`src/core/gcs_defines.vh`:
```
// Constants for the global configuration and status register bank
`ifndef GCS_DEFINES_VH
`define GCS_DEFINES_VH

// Register addresses on the serial register port
`define GCS_ADDR_CFG         7'h00
`define GCS_ADDR_STAT        7'h01
`define GCS_ADDR_PINS        7'h04
`define GCS_ADDR_OTP_CTL     7'h06
`define GCS_ADDR_COIL        7'h2d

// Register widths
`define GCS_CFG_W            18
`define GCS_STAT_W           3
`define GCS_COIL_W           9
`define GCS_HOLD_W           5
`define GCS_REF_W            20

// Configuration bit positions
`define GCS_CFG_SMALL_HYST   14
`define GCS_CFG_STOP_EN      15
`define GCS_CFG_DIRECT       16
`define GCS_CFG_TEST         17

// Status bit positions
`define GCS_STAT_RESET       0
`define GCS_STAT_DRV_ERR     1
`define GCS_STAT_PUMP_UV     2

// Coil field positions in the direct coil current register
`define GCS_XD_A_LSB         0
`define GCS_XD_A_MSB         8
`define GCS_XD_B_LSB         16
`define GCS_XD_B_MSB         24

// Input snapshot layout
`define GCS_PINS_ONE_BIT     6
`define GCS_PINS_VER_LSB     24
`define GCS_PINS_VER_MSB     31

// OTP programming fields
`define GCS_OTP_BIT_LSB      0
`define GCS_OTP_BIT_MSB      2
`define GCS_OTP_BYTE_LSB     4
`define GCS_OTP_BYTE_MSB     5
`define GCS_OTP_MAGIC_LSB    8
`define GCS_OTP_MAGIC_MSB    15
`define GCS_OTP_MAGIC        8'hbd

// Hysteresis shifts: 1/16 and 1/32
`define GCS_HYST_SHIFT_WIDE  5'h04
`define GCS_HYST_SHIFT_SMALL 5'h05

// Reset values
`define GCS_CFG_RST          18'h00000
`define GCS_STAT_RST         3'h1
`define GCS_COIL_REG_RST     32'h00000000
`define GCS_ZERO32           32'h00000000

`endif

```
`src/core/gcs_global_regs.v`:
```
// Global configuration, status, input snapshot and OTP entry registers
`timescale 1ns/10ps
`default_nettype none
`include "gcs_defines.vh"

// Functional notes
// - Configuration bit 14 picks a step-rate hysteresis of 1/16 when clear and 1/32 when set.
// - With bit 15 set and the emergency stop input high, the sequencer halts and the motor is held at standstill.
// - With bit 16 set, coil currents come from register 0x2D, signed coil A in the low bits and coil B from bit 16.
// - Bit 17 routes an analog test signal chosen by the low hold current bits to the test pin; software keeps it 0.
// - Writing a 1 to a status bit at 0x01 clears that flag, a 0 leaves it alone.
// - Status bit 0 is set after reset, when all registers hold their reset values.
// - Status bit 1 sets on a driver shutdown and clears only once the temperature is back below the limit.
// - Status bit 2 latches a charge pump undervoltage and the driver stays off while it lasts.
// - Register 0x04 reads the live pins: step, direction, rate enable, rate input, enable-low, test cfg, bit 6 one.
// - Bits 31 to 24 of register 0x04 hold a fixed version code.
// - A write to 0x06 programs one OTP bit, and only when bits 15 to 8 carry the magic value.
module gcs_global_regs
#(
    parameter [7:0] VERSION_CODE = 8'h5a     // Arbitrary value
)
(
    input  wire                           clk_sys,
    input  wire                           reset,
    // Register port from the serial interface
    input  wire                           reg_wr_en,
    input  wire                           reg_rd_en,
    input  wire [6:0]                     reg_addr,
    input  wire [31:0]                    reg_wdata,
    output reg  [31:0]                    reg_rdata_r,
    output reg                            reg_rdata_valid_r,
    // Live pins
    input  wire                           step_pin,
    input  wire                           dir_pin,
    input  wire                           step_rate_enable_pin,
    input  wire                           step_rate_input_pin,
    input  wire                           driver_enable_low_pin,
    input  wire                           test_output_cfg_pin,
    input  wire                           emergency_stop_input,
    // Protection and settings from the rest of the device
    input  wire                           drv_shutdown,
    input  wire                           temp_below_limit,
    input  wire                           pump_undervoltage,
    input  wire [`GCS_HOLD_W-1:0]         hold_current_setting,
    input  wire [`GCS_REF_W-1:0]          step_rate_ref,
    // Controls to the rest of the device
    output reg  [`GCS_REF_W-1:0]          step_hyst_r,
    output reg                            seq_halt_r,
    output reg                            standstill_force_r,
    output reg                            coil_direct_r,
    output reg  signed [`GCS_COIL_W-1:0]  coil_a_r,
    output reg  signed [`GCS_COIL_W-1:0]  coil_b_r,
    output reg                            auto_current_reg_en_r,
    output reg                            test_out_en_r,
    output reg  [1:0]                     test_sel_r,
    output reg                            driver_outputs_en_r,
    output reg  [`GCS_STAT_W-1:0]         global_status_flags_r,
    output reg                            otp_program_control_pulse_r,
    output reg  [2:0]                     otp_bit_sel_r,
    output reg  [1:0]                     otp_byte_sel_r
);

    ////////////////////////////////////////////////////////////////////////////
    // Address match shared by read and write paths
    function addr_hit;
        input [6:0] addr;
        input [6:0] target;
        begin
            addr_hit = (addr == target);
        end
    endfunction

    ////////////////////////////////////////////////////////////////////////////
    // Storage
    reg  [`GCS_CFG_W-1:0]    cfg_r;
    reg  [`GCS_CFG_W-1:0]    cfg_nxt;
    reg  [31:0]              coil_reg_r;
    reg  [31:0]              coil_reg_nxt;
    reg  [`GCS_STAT_W-1:0]   stat_nxt;
    reg  [31:0]              rdata_nxt;

    wire                     wr_cfg;
    wire                     wr_stat;
    wire                     wr_otp;
    wire                     wr_coil;
    wire [31:0]              pin_word;
    wire                     otp_magic_ok;
    wire signed [`GCS_COIL_W-1:0] coil_a_raw;
    wire signed [`GCS_COIL_W-1:0] coil_b_raw;
    wire signed [`GCS_COIL_W-1:0] coil_a_scaled;
    wire signed [`GCS_COIL_W-1:0] coil_b_scaled;

    ////////////////////////////////////////////////////////////////////////////
    // Write decode
    assign wr_cfg  = reg_wr_en & addr_hit(reg_addr, `GCS_ADDR_CFG);
    assign wr_stat = reg_wr_en & addr_hit(reg_addr, `GCS_ADDR_STAT);
    assign wr_otp  = reg_wr_en & addr_hit(reg_addr, `GCS_ADDR_OTP_CTL);
    assign wr_coil = reg_wr_en & addr_hit(reg_addr, `GCS_ADDR_COIL);

    // Magic value gates every OTP write
    assign otp_magic_ok = (reg_wdata[`GCS_OTP_MAGIC_MSB:`GCS_OTP_MAGIC_LSB] == `GCS_OTP_MAGIC);

    ////////////////////////////////////////////////////////////////////////////
    // Input snapshot word from live pins
    assign pin_word  = {VERSION_CODE,
                        16'h0000,
                        1'b0,
                        1'b1,
                        test_output_cfg_pin,
                        driver_enable_low_pin,
                        step_rate_input_pin,
                        step_rate_enable_pin,
                        dir_pin,
                        step_pin};

    ////////////////////////////////////////////////////////////////////////////
    // Direct coil values and their scaling by the hold current
    assign coil_a_raw = coil_reg_r[`GCS_XD_A_MSB:`GCS_XD_A_LSB];
    assign coil_b_raw = coil_reg_r[`GCS_XD_B_MSB:`GCS_XD_B_LSB];

    gcs_coil_scale u_scale_a
    (
        .coil_in              (coil_a_raw),
        .hold_current_setting (hold_current_setting),
        .coil_out             (coil_a_scaled)
    );

    gcs_coil_scale u_scale_b
    (
        .coil_in              (coil_b_raw),
        .hold_current_setting (hold_current_setting),
        .coil_out             (coil_b_scaled)
    );

    ////////////////////////////////////////////////////////////////////////////
    // Configuration and direct coil register next values
    always @*
    begin
        cfg_nxt      = cfg_r;
        coil_reg_nxt = coil_reg_r;
        if (wr_cfg)
        begin
            cfg_nxt = reg_wdata[`GCS_CFG_W-1:0];
        end
        if (wr_coil)
        begin
            coil_reg_nxt = reg_wdata;
        end
    end

    ////////////////////////////////////////////////////////////////////////////
    // Status flags: hardware set wins over a write-one clear
    always @*
    begin
        stat_nxt = global_status_flags_r;
        // Reset indication only clears by software
        if (wr_stat && reg_wdata[`GCS_STAT_RESET])
        begin
            stat_nxt[`GCS_STAT_RESET] = 1'b0;
        end
        // Driver error clears only once cooled down
        if (wr_stat && reg_wdata[`GCS_STAT_DRV_ERR] && temp_below_limit)
        begin
            stat_nxt[`GCS_STAT_DRV_ERR] = 1'b0;
        end
        if (drv_shutdown)
        begin
            stat_nxt[`GCS_STAT_DRV_ERR] = 1'b1;
        end
        // Undervoltage latches
        if (wr_stat && reg_wdata[`GCS_STAT_PUMP_UV])
        begin
            stat_nxt[`GCS_STAT_PUMP_UV] = 1'b0;
        end
        if (pump_undervoltage)
        begin
            stat_nxt[`GCS_STAT_PUMP_UV] = 1'b1;
        end
    end

    ////////////////////////////////////////////////////////////////////////////
    // Read multiplexer; write-only and unmapped addresses read zero
    always @*
    begin
        rdata_nxt = `GCS_ZERO32;
        if (addr_hit(reg_addr, `GCS_ADDR_CFG))
        begin
            rdata_nxt = {14'h0000, cfg_r};
        end
        else if (addr_hit(reg_addr, `GCS_ADDR_STAT))
        begin
            rdata_nxt = {29'h00000000, global_status_flags_r};
        end
        else if (addr_hit(reg_addr, `GCS_ADDR_PINS))
        begin
            rdata_nxt = pin_word;
        end
        else if (addr_hit(reg_addr, `GCS_ADDR_COIL))
        begin
            rdata_nxt = coil_reg_r;
        end
    end

    ////////////////////////////////////////////////////////////////////////////
    // Register state and read answer
    always @(posedge clk_sys)
    begin
        if (reset)
        begin
            cfg_r                 <= `GCS_CFG_RST;
            coil_reg_r            <= `GCS_COIL_REG_RST;
            global_status_flags_r <= `GCS_STAT_RST;
            reg_rdata_r           <= `GCS_ZERO32;
            reg_rdata_valid_r     <= 1'b0;
        end
        else
        begin
            cfg_r                 <= cfg_nxt;
            coil_reg_r            <= coil_reg_nxt;
            global_status_flags_r <= stat_nxt;
            reg_rdata_valid_r     <= reg_rd_en;
            if (reg_rd_en)
            begin
                reg_rdata_r <= rdata_nxt;
            end
        end
    end

    ////////////////////////////////////////////////////////////////////////////
    // Step rate hysteresis from the selected fraction
    always @(posedge clk_sys)
    begin
        if (reset)
        begin
            step_hyst_r <= {`GCS_REF_W{1'b0}};
        end
        else if (cfg_r[`GCS_CFG_SMALL_HYST])
        begin
            step_hyst_r <= step_rate_ref >> `GCS_HYST_SHIFT_SMALL;
        end
        else
        begin
            step_hyst_r <= step_rate_ref >> `GCS_HYST_SHIFT_WIDE;
        end
    end

    ////////////////////////////////////////////////////////////////////////////
    // Emergency stop, driver enable and test output controls
    always @(posedge clk_sys)
    begin
        if (reset)
        begin
            seq_halt_r          <= 1'b0;
            standstill_force_r  <= 1'b0;
            driver_outputs_en_r <= 1'b0;
            test_out_en_r       <= 1'b0;
            test_sel_r          <= 2'h0;
        end
        else
        begin
            seq_halt_r          <= cfg_r[`GCS_CFG_STOP_EN] & emergency_stop_input;
            standstill_force_r  <= cfg_r[`GCS_CFG_STOP_EN] & emergency_stop_input;
            driver_outputs_en_r <= ~pump_undervoltage & ~drv_shutdown;
            test_out_en_r       <= cfg_r[`GCS_CFG_TEST];
            test_sel_r          <= hold_current_setting[1:0];
        end
    end

    ////////////////////////////////////////////////////////////////////////////
    // Direct coil current outputs
    always @(posedge clk_sys)
    begin
        if (reset)
        begin
            coil_direct_r         <= 1'b0;
            coil_a_r              <= {`GCS_COIL_W{1'b0}};
            coil_b_r              <= {`GCS_COIL_W{1'b0}};
            auto_current_reg_en_r <= 1'b1;
        end
        else
        begin
            coil_direct_r         <= cfg_r[`GCS_CFG_DIRECT];
            auto_current_reg_en_r <= ~cfg_r[`GCS_CFG_DIRECT];
            if (cfg_r[`GCS_CFG_DIRECT])
            begin
                coil_a_r <= coil_a_scaled;
                coil_b_r <= coil_b_scaled;
            end
            else
            begin
                coil_a_r <= {`GCS_COIL_W{1'b0}};
                coil_b_r <= {`GCS_COIL_W{1'b0}};
            end
        end
    end

    ////////////////////////////////////////////////////////////////////////////
    // OTP program request: one pulse per accepted write
    always @(posedge clk_sys)
    begin
        if (reset)
        begin
            otp_program_control_pulse_r <= 1'b0;
            otp_bit_sel_r    <= 3'h0;
            otp_byte_sel_r   <= 2'h0;
        end
        else
        begin
            otp_program_control_pulse_r <= wr_otp & otp_magic_ok;
            if (wr_otp && otp_magic_ok)
            begin
                otp_bit_sel_r  <= reg_wdata[`GCS_OTP_BIT_MSB:`GCS_OTP_BIT_LSB];
                otp_byte_sel_r <= reg_wdata[`GCS_OTP_BYTE_MSB:`GCS_OTP_BYTE_LSB];
            end
        end
    end

endmodule // gcs_global_regs

`default_nettype wire

```
`src/core/gcs_coil_scale.v`:
```
// Coil current scaler: signed coil value times (hold setting + 1) / 32
`timescale 1ns/10ps
`default_nettype none
`include "gcs_defines.vh"

module gcs_coil_scale
(
    input  wire signed [`GCS_COIL_W-1:0]  coil_in,
    input  wire        [`GCS_HOLD_W-1:0]  hold_current_setting,
    output wire signed [`GCS_COIL_W-1:0]  coil_out
);

    ////////////////////////////////////////////////////////////////////////////
    // Scale factor runs 1..32; full scale at the top hold setting
    wire        [5:0]  scale_fac;
    wire signed [15:0] product;

    assign scale_fac = {1'b0, hold_current_setting} + 6'h01;
    assign product   = coil_in * $signed({1'b0, scale_fac});
    assign coil_out  = product[13:5];   // Divide by 32, never overflows

endmodule // gcs_coil_scale

`default_nettype wire

```
`config.mk`:
```
export PLATFORM = sky130hd
export DESIGN_NAME = gcs_global_regs
export DESIGN_NICKNAME = d
export VERILOG_FILES = /design/src/core/gcs_global_regs.v /design/src/core/gcs_coil_scale.v
export VERILOG_INCLUDE_DIRS = /design/src /design/src/core
export SDC_FILE = /design/constraint.sdc
export NUM_CORES = 1
export LEC_CHECK = 0
export ABC_AREA = 1
export BUFFER_PORTS_ARGS = -buffer_cell sky130_fd_sc_hd__buf_2
export CELL_PAD_IN_SITES_DETAIL_PLACEMENT = 1
export CELL_PAD_IN_SITES_GLOBAL_PLACEMENT = 1
export CORE_UTILIZATION = 41
export CTS_CLUSTER_DIAMETER = 60
export DETAILED_ROUTE_END_ITERATION = 7
export PLACE_DENSITY_LB_ADDON = 0.1
export RECOVER_POWER = 100
export SLEW_MARGIN = 20
export SYNTH_ARGS = -nofsm -noshare
export SYNTH_HDL_FRONTEND = slang
export SYNTH_SLANG_ARGS = --single-unit
```
`constraint.sdc`:
```
create_clock -name clk_sys -period 5.9 [get_ports clk_sys]
set_input_delay 0.59 -clock clk_sys [delete_from_list [all_inputs] [get_ports clk_sys]]
set_output_delay 0.59 -clock clk_sys [all_outputs]
set_load 0.1 [all_outputs]
```
# Word-level counts from Yosys, hierarchy flattened
# Index checks and enable logic that the tools add are counted.
totals:
  reg_bits: 137
  latchBits: 0
  mem_bits_rw: 0
  mem_bits_ro: 0
  output_inout_bits: 88
  mem_count: 0
op_classes:
  add_sub_neg: 1
  n_mul: 2
  div_mod_pow: 0
  order_cmp: 0
  eq_ne: 5
  n_shift: 0
  muxes: 9
  bitwise_logic: 10
  reduce_logical: 10
ops:
  columns: ["op", "count"]
  rows:
  - ["$mux W32", 4]
  - ["$mul A9 B7 Y14", 2]
  - ["$mux W15", 1]
  - ["$eq A7 B3 Y1 const B", 2]
  - ["$eq A8 B8 Y1 const B", 1]
  - ["$and A1 B1 Y1", 7]
  - ["$eq A7 B1 Y1 const B", 1]
  - ["$eq A7 B6 Y1 const B", 1]
  - ["$logic_not A7 Y1", 1]
  - ["$add A5 B1 Y6 const B", 1]
  - ["$logic_and A1 B1 Y1", 5]
  - ["$mux W1", 4]
  - ["$reduce_bool A2 Y1", 2]
  - ["$reduce_or A2 Y1", 2]
  - ["$not A1 Y1", 3]

# Depth between registers and ports, before layout
# Gate-level depths: netlist of the first run.
logic_depth:
  word_depth: 6
  depth_mapped: 25
  depth_no_buf: 25

# Cells and area by module
# Synthesis of the first run repeated with hierarchy kept, for this count alone.
hier_totals:
  hier_cells: 1272
  hier_area_um2: 9365.2
modules_own_cells:
  columns: ["mod", "instances", "cells_per_inst", "area_per_inst_um2"]
  rows:
  - ["gcs_global_regs", 1, 654, 5200.0]
  - ["gcs_coil_scale (u_scale_b)", 1, 304, 2090.8]
  - ["gcs_coil_scale (u_scale_a)", 1, 314, 2074.5]

# Worst setup path after synthesis of the first run
# OpenSTA, ideal clock, no wires.
synth_path:
  path_kind: "input -> register"
  startpoint: "in hold_current_setting[0]"
  endpoint: "reg coil_a_r[8]"
  setup_time_ns: 0.115
  arrival_time_ns: 4.547
  setup_slack_ns: 1.238
  path_stages: 19
  path_cell_list: "ha_1 -> buf_2 -> buf_1 -> nand2_1 -> inv_1 -> fa_1 -> inv_1 -> fa_1 -> fa_1 -> fa_1 -> inv_1 -> ha_1 -> a21oi_1 -> o21a_1 -> nand2_1 -> a21oi_1 -> nand3_1 -> nand2_1 -> nor2_1"
synth_between:
  elab_chain_len: 2
synth_rtl:
  columns: ["element", "line", "rtl"]
  rows:
  - ["from (decl)", "gcs_global_regs.v:44", "input wire [`GCS_HOLD_W-1:0] hold_current_setting,"]
  - ["$add A5 B1 Y6", "gcs_coil_scale.v:18", "assign scale_fac = {1'b0, hold_current_setting} + 6'h01;"]
  - ["$mul A9 B7 Y14", "gcs_coil_scale.v:19", "assign product = coil_in * $signed({1'b0, scale_fac});"]
  - ["to (signal assigned)", "gcs_global_regs.v:276", "coil_a_r <= {`GCS_COIL_W{1'b0}};"]
  - ["to (signal assigned)", "gcs_global_regs.v:286", "coil_a_r <= coil_a_scaled;"]
  - ["to (signal assigned)", "gcs_global_regs.v:291", "coil_a_r <= {`GCS_COIL_W{1'b0}};"]
  - ["to (decl)", "gcs_global_regs.v:51", "output reg signed [`GCS_COIL_W-1:0] coil_a_r,"]
# Every way passes these cells.
# A chain may end at the register's enable or synchronous reset.

# Worst setup path in the final report of the first run
layout_path:
  startpoint: "in hold_current_setting[1]"
  endpoint: "reg coil_b_r[8]"
layout_between:
  elab_chain_len: 2
layout_rtl:
  columns: ["element", "line", "rtl"]
  rows:
  - ["$add A5 B1 Y6", "gcs_coil_scale.v:18", null]
  - ["$mul A9 B7 Y14", "gcs_coil_scale.v:19", null]
  - ["to (signal assigned)", "gcs_global_regs.v:277", "coil_b_r <= {`GCS_COIL_W{1'b0}};"]
  - ["to (signal assigned)", "gcs_global_regs.v:287", "coil_b_r <= coil_b_scaled;"]
  - ["to (signal assigned)", "gcs_global_regs.v:292", "coil_b_r <= {`GCS_COIL_W{1'b0}};"]
  - ["to (decl)", "gcs_global_regs.v:52", "output reg signed [`GCS_COIL_W-1:0] coil_b_r,"]
# Every way passes these cells.

==> impl_metrics.yaml, run 1 <==
logic_synthesis:
  synth_edf_count: 0
  synth_top_area_share_pct: 30.25
  synthArstFlopShare_pct: 0
  synth.most_common_cell: "nand2_1"
  syn_avg_cell_area_sq_um: 7.220
  synth_common_cells: "nand2_1 (226), inv_1 (207), nor2_1 (196), dfxtp_1 (133), o21ai_0 (88)"
  seq_area_frac_synth_pct: 30.25
  syn_inst: 1219
  yosysTopAreaCell: "dfxtp_1"
  yosys_most_used_dff: "dfxtp_1"
  synthTopCellsByArea: "dfxtp_1 (30%), fa_1 (15%), nand2_1 (9.6%)"
  syn_area_sq_um: 8801
  yosysWarnings: 0
  synth-seq-cells: 133
  synthDistinctLibCells: 36
timing:
  fmax_ghz: 0.1990
  setup_viol: 0
  finClkSkew_ns: 0.009410
  finalHoldViolCount: 0
  slew_viol_final: 159
  slew_headroom_pct: -67.05
  finalCritPeriodShare_pct: 85.19
  tightest_slew_ns: 2.506
  rsz0062_at_grt: "no"
  tns_ns: 0
  final_critical_path_setup_slack_ns: 0.8740
  min_period_ns: 5.026
setup_path:
  cp.required_ns: 6.23
  cp-end-kind: "flip-flop"
  path_class: "in -> reg"
  rrSetupSlack_ns: 1.49
  path_cells: "clkbuf_1, ha_1, nand2_1, inv_1, nor2_1, inv_1, clkbuf_1, nor2_1, fa_1, fa_1, fa_1, inv_1, fa_1, inv_1, ha_1, nand2_1, o21ai_0, a21oi_1, nand2_1, nand3_1, nand2_1, nor2_1"
  start_kind: "input port"
  ff2ff_path_depth: 16
  r2r-end: "coil_a_r[8]$_SDFF_PP0_"
  crit_fanout: 11
  cp_data_arrival_time_ns: 5.35
  cp_slowest_cell: "fa_1"
  critPathMaxStageDelay_ns: 0.52
  r2r-start: "coil_reg_r[8]$_SDFFE_PP0P_"
floorplanning:
  die_area_sq_um: 22060
  die_w_microns: 148.5
  ios: 166
  coreArea_sq_um: 21020
  chipHeight_microns: 148.5
  start_util_pct: 41.87
  rows: 53
hold_path:
  min_from: "drv_shutdown"
  hold_depth: 2
  worstHoldPathType: "in -> reg"
  hold_end: "driver_outputs_en_r$_SDFF_PP0_"
clocking:
  cts_made_buffers: 17
  clkLatencyLatePin_ns: 0.44
  cts_hold_buf: 0
  max-clock-path-buffers: 2
  cts-resized-gates: 0
  clkTransAtPathRegs_ns: 0.07
  h-tree-depth: 4
  cts_tree: "built"
  root_buffer: "clkbuf_16"
  clock-sinks: 133
  post-cts-setup-buffer-count: 0
power:
  ir_worst_vdd_mv: 0.1813
  power_density_nw_per_um2: 224.4
  power_leakage_nw: 5.071
finish:
  num-fill-cells: 2807
  multi_input_area_sq_um: 5095
  diodes: 0
  regArea_sq_um: 2663
  fin_nets: 1555
  syn_to_final_growth_pct: 16.69
  drive_gt1_share_pct: 8.813
routing:
  drcViolationCount: 0
  wl_per_cell_microns: 15.79
  first_pass_iters: 4
  viasPerCell: 5.015
  drt_iter0_drc: 298
  postRouteAntennaNets: 0
  num_vias: 8264
  finalWirelength_microns: 26030
placed_design:
  finalWeightedCongestion: 0.8299
  hpwl_microns: 19580
  pre_cts_ws_ns: 0.6333
  io_buffers: 157
grt:
  grt_use_total_pct: 24.92
  antenna_found_initial: 0
  grt_max_degree: 62
  grt-ovfl-total: 0
  grt_pass1_wl_microns: 42810
  grt_pass1_vias: 8607
run:
  drv_cap: 3
outcome:
  outcome: "finished, violations left"
  violations: "capacitance limit, slew limit"
## layout make-up
| type | count | area share, % |
|---|---|---|
| Inverter | 219 | 8.004 |
| Timing Repair Buffer | 165 | 7.005 |
| Clock buffer | 17 | 4.142 |
| Tap cell | 275 | 3.350 |
| Sequential cell | 133 | 25.93 |
| Clock inverter | 15 | 1.962 |
| Multi-Input combinational cell | 824 | 49.61 |
## metal layers
| layer | GRT usage (%) | up-vias | routed length [microns] |
|---|---|---|---|
| met5 | 0 | - | 0 |
| met1 | 30.05 | 4023 | 11350 |
| met4 | 8.093 | 0 | 471 |
| li1 | - | 4063 | - |
| met3 | 3.742 | 31 | 942 |
| met2 | 45.05 | 147 | 13270 |
## metrics by stage
| stage | utilization [%] | power, mW | instance area [sq um] | instances | hold WS [ns] |
|---|---|---|---|---|---|
| floorplan | - | 1.107 | 8812 | 1222 | 0.4097 |
| global placement | 46.54 | 1.179 | 9784 | 1616 | 0.4175 |
| detailed placement | 46.54 | 1.181 | 9784 | 1616 | 0.4351 |
| CTS | 49.53 | 2.330 | 10410 | 1648 | 0.3184 |
| global route | 48.85 | 2.377 | 10270 | 1648 | 0.3204 |
| finish | 48.85 | 2.304 | 10270 | 1648 | 0.3342 |
## report_power, final
part / switching [mW] / internal, mW
sequential: 0.00571 / 0.911
combinational: 0.194 / 0.0455
clock: 0.497 / 0.651
## critical path: cells and delay by family
family                   cells  cell delay (ns)
AO/OA/AOI/OAI                2             0.42
buffers and inverters        6             0.97
adder cells (fa/ha/maj)      6             2.64
AND/OR/NAND/NOR              8             0.72
## cells by family (layout without fill, tap and decap cells)
group                      Yosys count  after routing  synth area share (%)
buffers and inverters              265            416                 11.81
DFF                                133            133                 30.25
other                                1              4               0.04261
AOI/OAI and AO/OA                  221            221                 13.46
adders and majority gates          117            117                 22.26
xor gates and xnor gates             1              1               0.09953
and+or+nand+nor                    481            481                 22.06
## state kept, by name, summed over array words and instances, names as in the netlist
name	cells
auto_current_reg_en_r	1
cfg_r	18
coil_a_r	9
coil_b_r	9
coil_direct_r	1
coil_reg_r	32
driver_outputs_en_r	1
global_status_flags_r	3
otp_bit_sel_r	3
otp_byte_sel_r	2
otp_program_control_pulse_r	1
reg_rdata_r	32
reg_rdata_valid_r	1
standstill_force_r	1
step_hyst_r	16
test_out_en_r	1
test_sel_r	2
## how the worst max path moves through the flow
stage | endpoint | slack, ns | from | depth (start not counted)
after detailed placement | coil_b_r[8]$_SDFF_PP0_ | 0.63 | hold_current_setting[1] | 22
after global routing | coil_b_r[8]$_SDFF_PP0_ | 0.51 | hold_current_setting[1] | 23
after global placement | coil_b_r[8]$_SDFF_PP0_ | 0.73 | hold_current_setting[0] | 23
after CTS | coil_b_r[8]$_SDFF_PP0_ | 1.08 | hold_current_setting[0] | 23
after floorplan | coil_a_r[8]$_SDFF_PP0_ | 1.24 | hold_current_setting[0] | 19
final | coil_b_r[8]$_SDFF_PP0_ | 0.87 | hold_current_setting[1] | 22
## cell usage in the layout, fill, tap and decap left out, types with 3 or more instances in the layout
master / count
inv_8: 5
nand2_1: 227
clkbuf_1: 93
buf_4: 4
nand4_1: 8
ha_1: 51
inv_1: 210
inv_2: 8
dfxtp_1: 133
o221ai_1: 5
a21oi_1: 86
nor2_1: 197
a21o_1: 3
clkbuf_16: 17
conb_1: 4
buf_2: 68
nand2_2: 3
a31oi_1: 6
o21ai_0: 101
inv_6: 5
o211ai_1: 12
nand3_1: 33
nor3_1: 3
fa_1: 66
a21boi_0: 3
(Power assumes the default switching activity.)
==> run 2, diff against run 1 <==
Settings changed: PLACE_DENSITY from default to 0.81, PLACE_DENSITY_LB_ADDON 0.1 to default.
==> run 2 against run 1 <==
The run still ends with capacitance limit, slew limit left. Die area is the same. Total power up 1.7%. Utilization rose by 0.11 points. Critical path depth stayed put. Cell area increased by 0.23%. Worst hold slack improved by 0.012 ns. Clock power increased by 3%. First-iteration DRC count up 17%. Worst setup slack lost 0.10 ns. Wire length increased by 2.0%. Non-clock buffer count is 3 lower. Largest power group unchanged. Highest routed layer unchanged.
==> impl_metrics.yaml, run 2 (synthesis gave the netlist of run 1 again) <==
timing:
  min_period_ns: 5.127
  fmax_ghz: 0.1951
  slew_viol_final: 179
  finalHoldViolCount: 0
  finClkSkew_ns: 0.01417
  tns_ns: 0
  setup_viol: 0
  finalCritPeriodShare_pct: 86.90
  slew_headroom_pct: -65.21
  final_critical_path_setup_slack_ns: 0.7732
  rsz0062_at_grt: "no"
  tightest_slew_ns: 2.465
outcome:
  violations: "capacitance limit, slew limit"
  outcome: "finished, violations left"
setup_path:
  start_kind: "input port"
  crit_fanout: 14
  path_class: "in -> reg"
  cp-end-kind: "flip-flop"
  cp.required_ns: 6.21
  cp_data_arrival_time_ns: 5.44
finish:
  stdcell_count: 1647
  regArea_sq_um: 2663
  fin_nets: 1552
  num-fill-cells: 2794
  multi_input_area_sq_um: 5097
  reg.largest.list: "coil_reg_r x32, reg_rdata_r x32, cfg_r x18"
  drive_gt1_share_pct: 9.051
  syn_to_final_growth_pct: 16.96
  final_cell_mix: "nand2_1 (228), inv_1 (208), nor2_1 (197)"
  final_common_cell: "nand2_1"
clocking:
  clkLatencyLatePin_ns: 0.43
  root_buffer: "clkbuf_16"
  max-clock-path-buffers: 2
  post-cts-setup-buffer-count: 0
  clkTransAtPathRegs_ns: 0.07
  cts_hold_buf: 0
  cts_tree: "built"
  clock-sinks: 133
  cts-resized-gates: 0
  h-tree-depth: 4
  cts_made_buffers: 17
routing:
  postRouteAntennaNets: 0
  drcViolationCount: 0
  viasPerCell: 5.095
  num_vias: 8392
  wl_per_cell_microns: 16.12
  drt_iter0_drc: 349
  finalWirelength_microns: 26550
  first_pass_iters: 7
grt:
  grt_pass1_vias: 8780
  antenna_found_initial: 2
  grt_use_total_pct: 25.14
  grt_max_degree: 82
  grt_pass1_wl_microns: 43380
  grt-ovfl-total: 0
placed_design:
  finalWeightedCongestion: 0.8669
  dp.cells: 1613
  io_buffers: 157
  hpwl_microns: 19960
  pre_cts_ws_ns: 0.6253
floorplanning:
  ios: 166
  start_util_pct: 41.87
  chipHeight_microns: 148.5
  coreArea_sq_um: 21020
  die_area_sq_um: 22060
  rows: 53
  die_w_microns: 148.5
power:
  power_leakage_nw: 5.070
  p_total_mw: 2.344
  ir_worst_vdd_mv: 0.1723
  power_density_nw_per_um2: 227.7
hold_path:
  worstHoldPathType: "in -> reg"
run:
  drv_cap: 3
[run 2: final cells by class]
type	instances	share of cell area, %
clock buffer	17	4.133
clock inverter	15	2.249
multi-input combinational	824	49.52
antenna	2	0.04862
timing repair buffer	162	6.843
inverter	219	7.998
tap	275	3.343
sequential	133	25.87
[run 2: worst paths after layout]
path / startpoint / endpoint / slack [ns] / cells past startpoint
setup / recovery: hold_current_setting[0] / coil_b_r[8]$_SDFF_PP0_ / 0.77 / 22
setup reg to reg: coil_reg_r[8]$_SDFFE_PP0P_ / coil_a_r[8]$_SDFF_PP0_ / 1.52 / 16
hold reg to reg: cfg_r[15]$_SDFFE_PP0P_ / standstill_force_r$_SDFF_PP0_ / 0.45 / 2
hold / removal: drv_shutdown / driver_outputs_en_r$_SDFF_PP0_ / 0.35 / 2
[run 2: where the power goes]
| part | internal, mW | total (mW) | switching [mW] | leakage (nW) |
|---|---|---|---|---|
| Sequential | 0.911 | 0.917 | 0.00585 | 1.08 |
| Combinational | 0.0454 | 0.241 | 0.195 | 3.67 |
| Clock | 0.693 | 1.19 | 0.492 | 0.316 |
[run 2: stage by stage]
stage / hold slack, ns / cell area, sq um / util, %
after CTS: 0.3369 / 10420 / 49.57
final: 0.3458 / 10290 / 48.97
after global placement: 0.4299 / 9762 / 46.44
after global routing: 0.3399 / 10290 / 48.97
after detailed placement: 0.4416 / 9764 / 46.45
after floorplan: 0.4097 / 8812 / -
[run 2: layer usage]
metal,vias up,wire length [microns],track usage [%],share of wire (%)
met5,-,0,0,0
met4,0,480,7.577,1.8
met3,39,1310,4.172,4.9
met2,201,13850,46.59,52
met1,4091,10910,29.33,41
li1,4061,-,-,-
[run 2: critical path, cell delays in order]
cell and delay [ns]:
buf_2 0.29, ha_1 0.28, nand2_1 0.07, inv_1 0.08, nor2_1 0.05, inv_1 0.16, clkbuf_1 0.47, nor2_1 0.12
fa_1 0.52, fa_1 0.51, fa_1 0.50, inv_1 0.06, fa_1 0.50, inv_1 0.04, ha_1 0.37, nand2_1 0.11
o21ai_0 0.29, a21oi_1 0.10, nand2_1 0.12, nand3_1 0.09, nand2_1 0.06, nor2_1 0.05
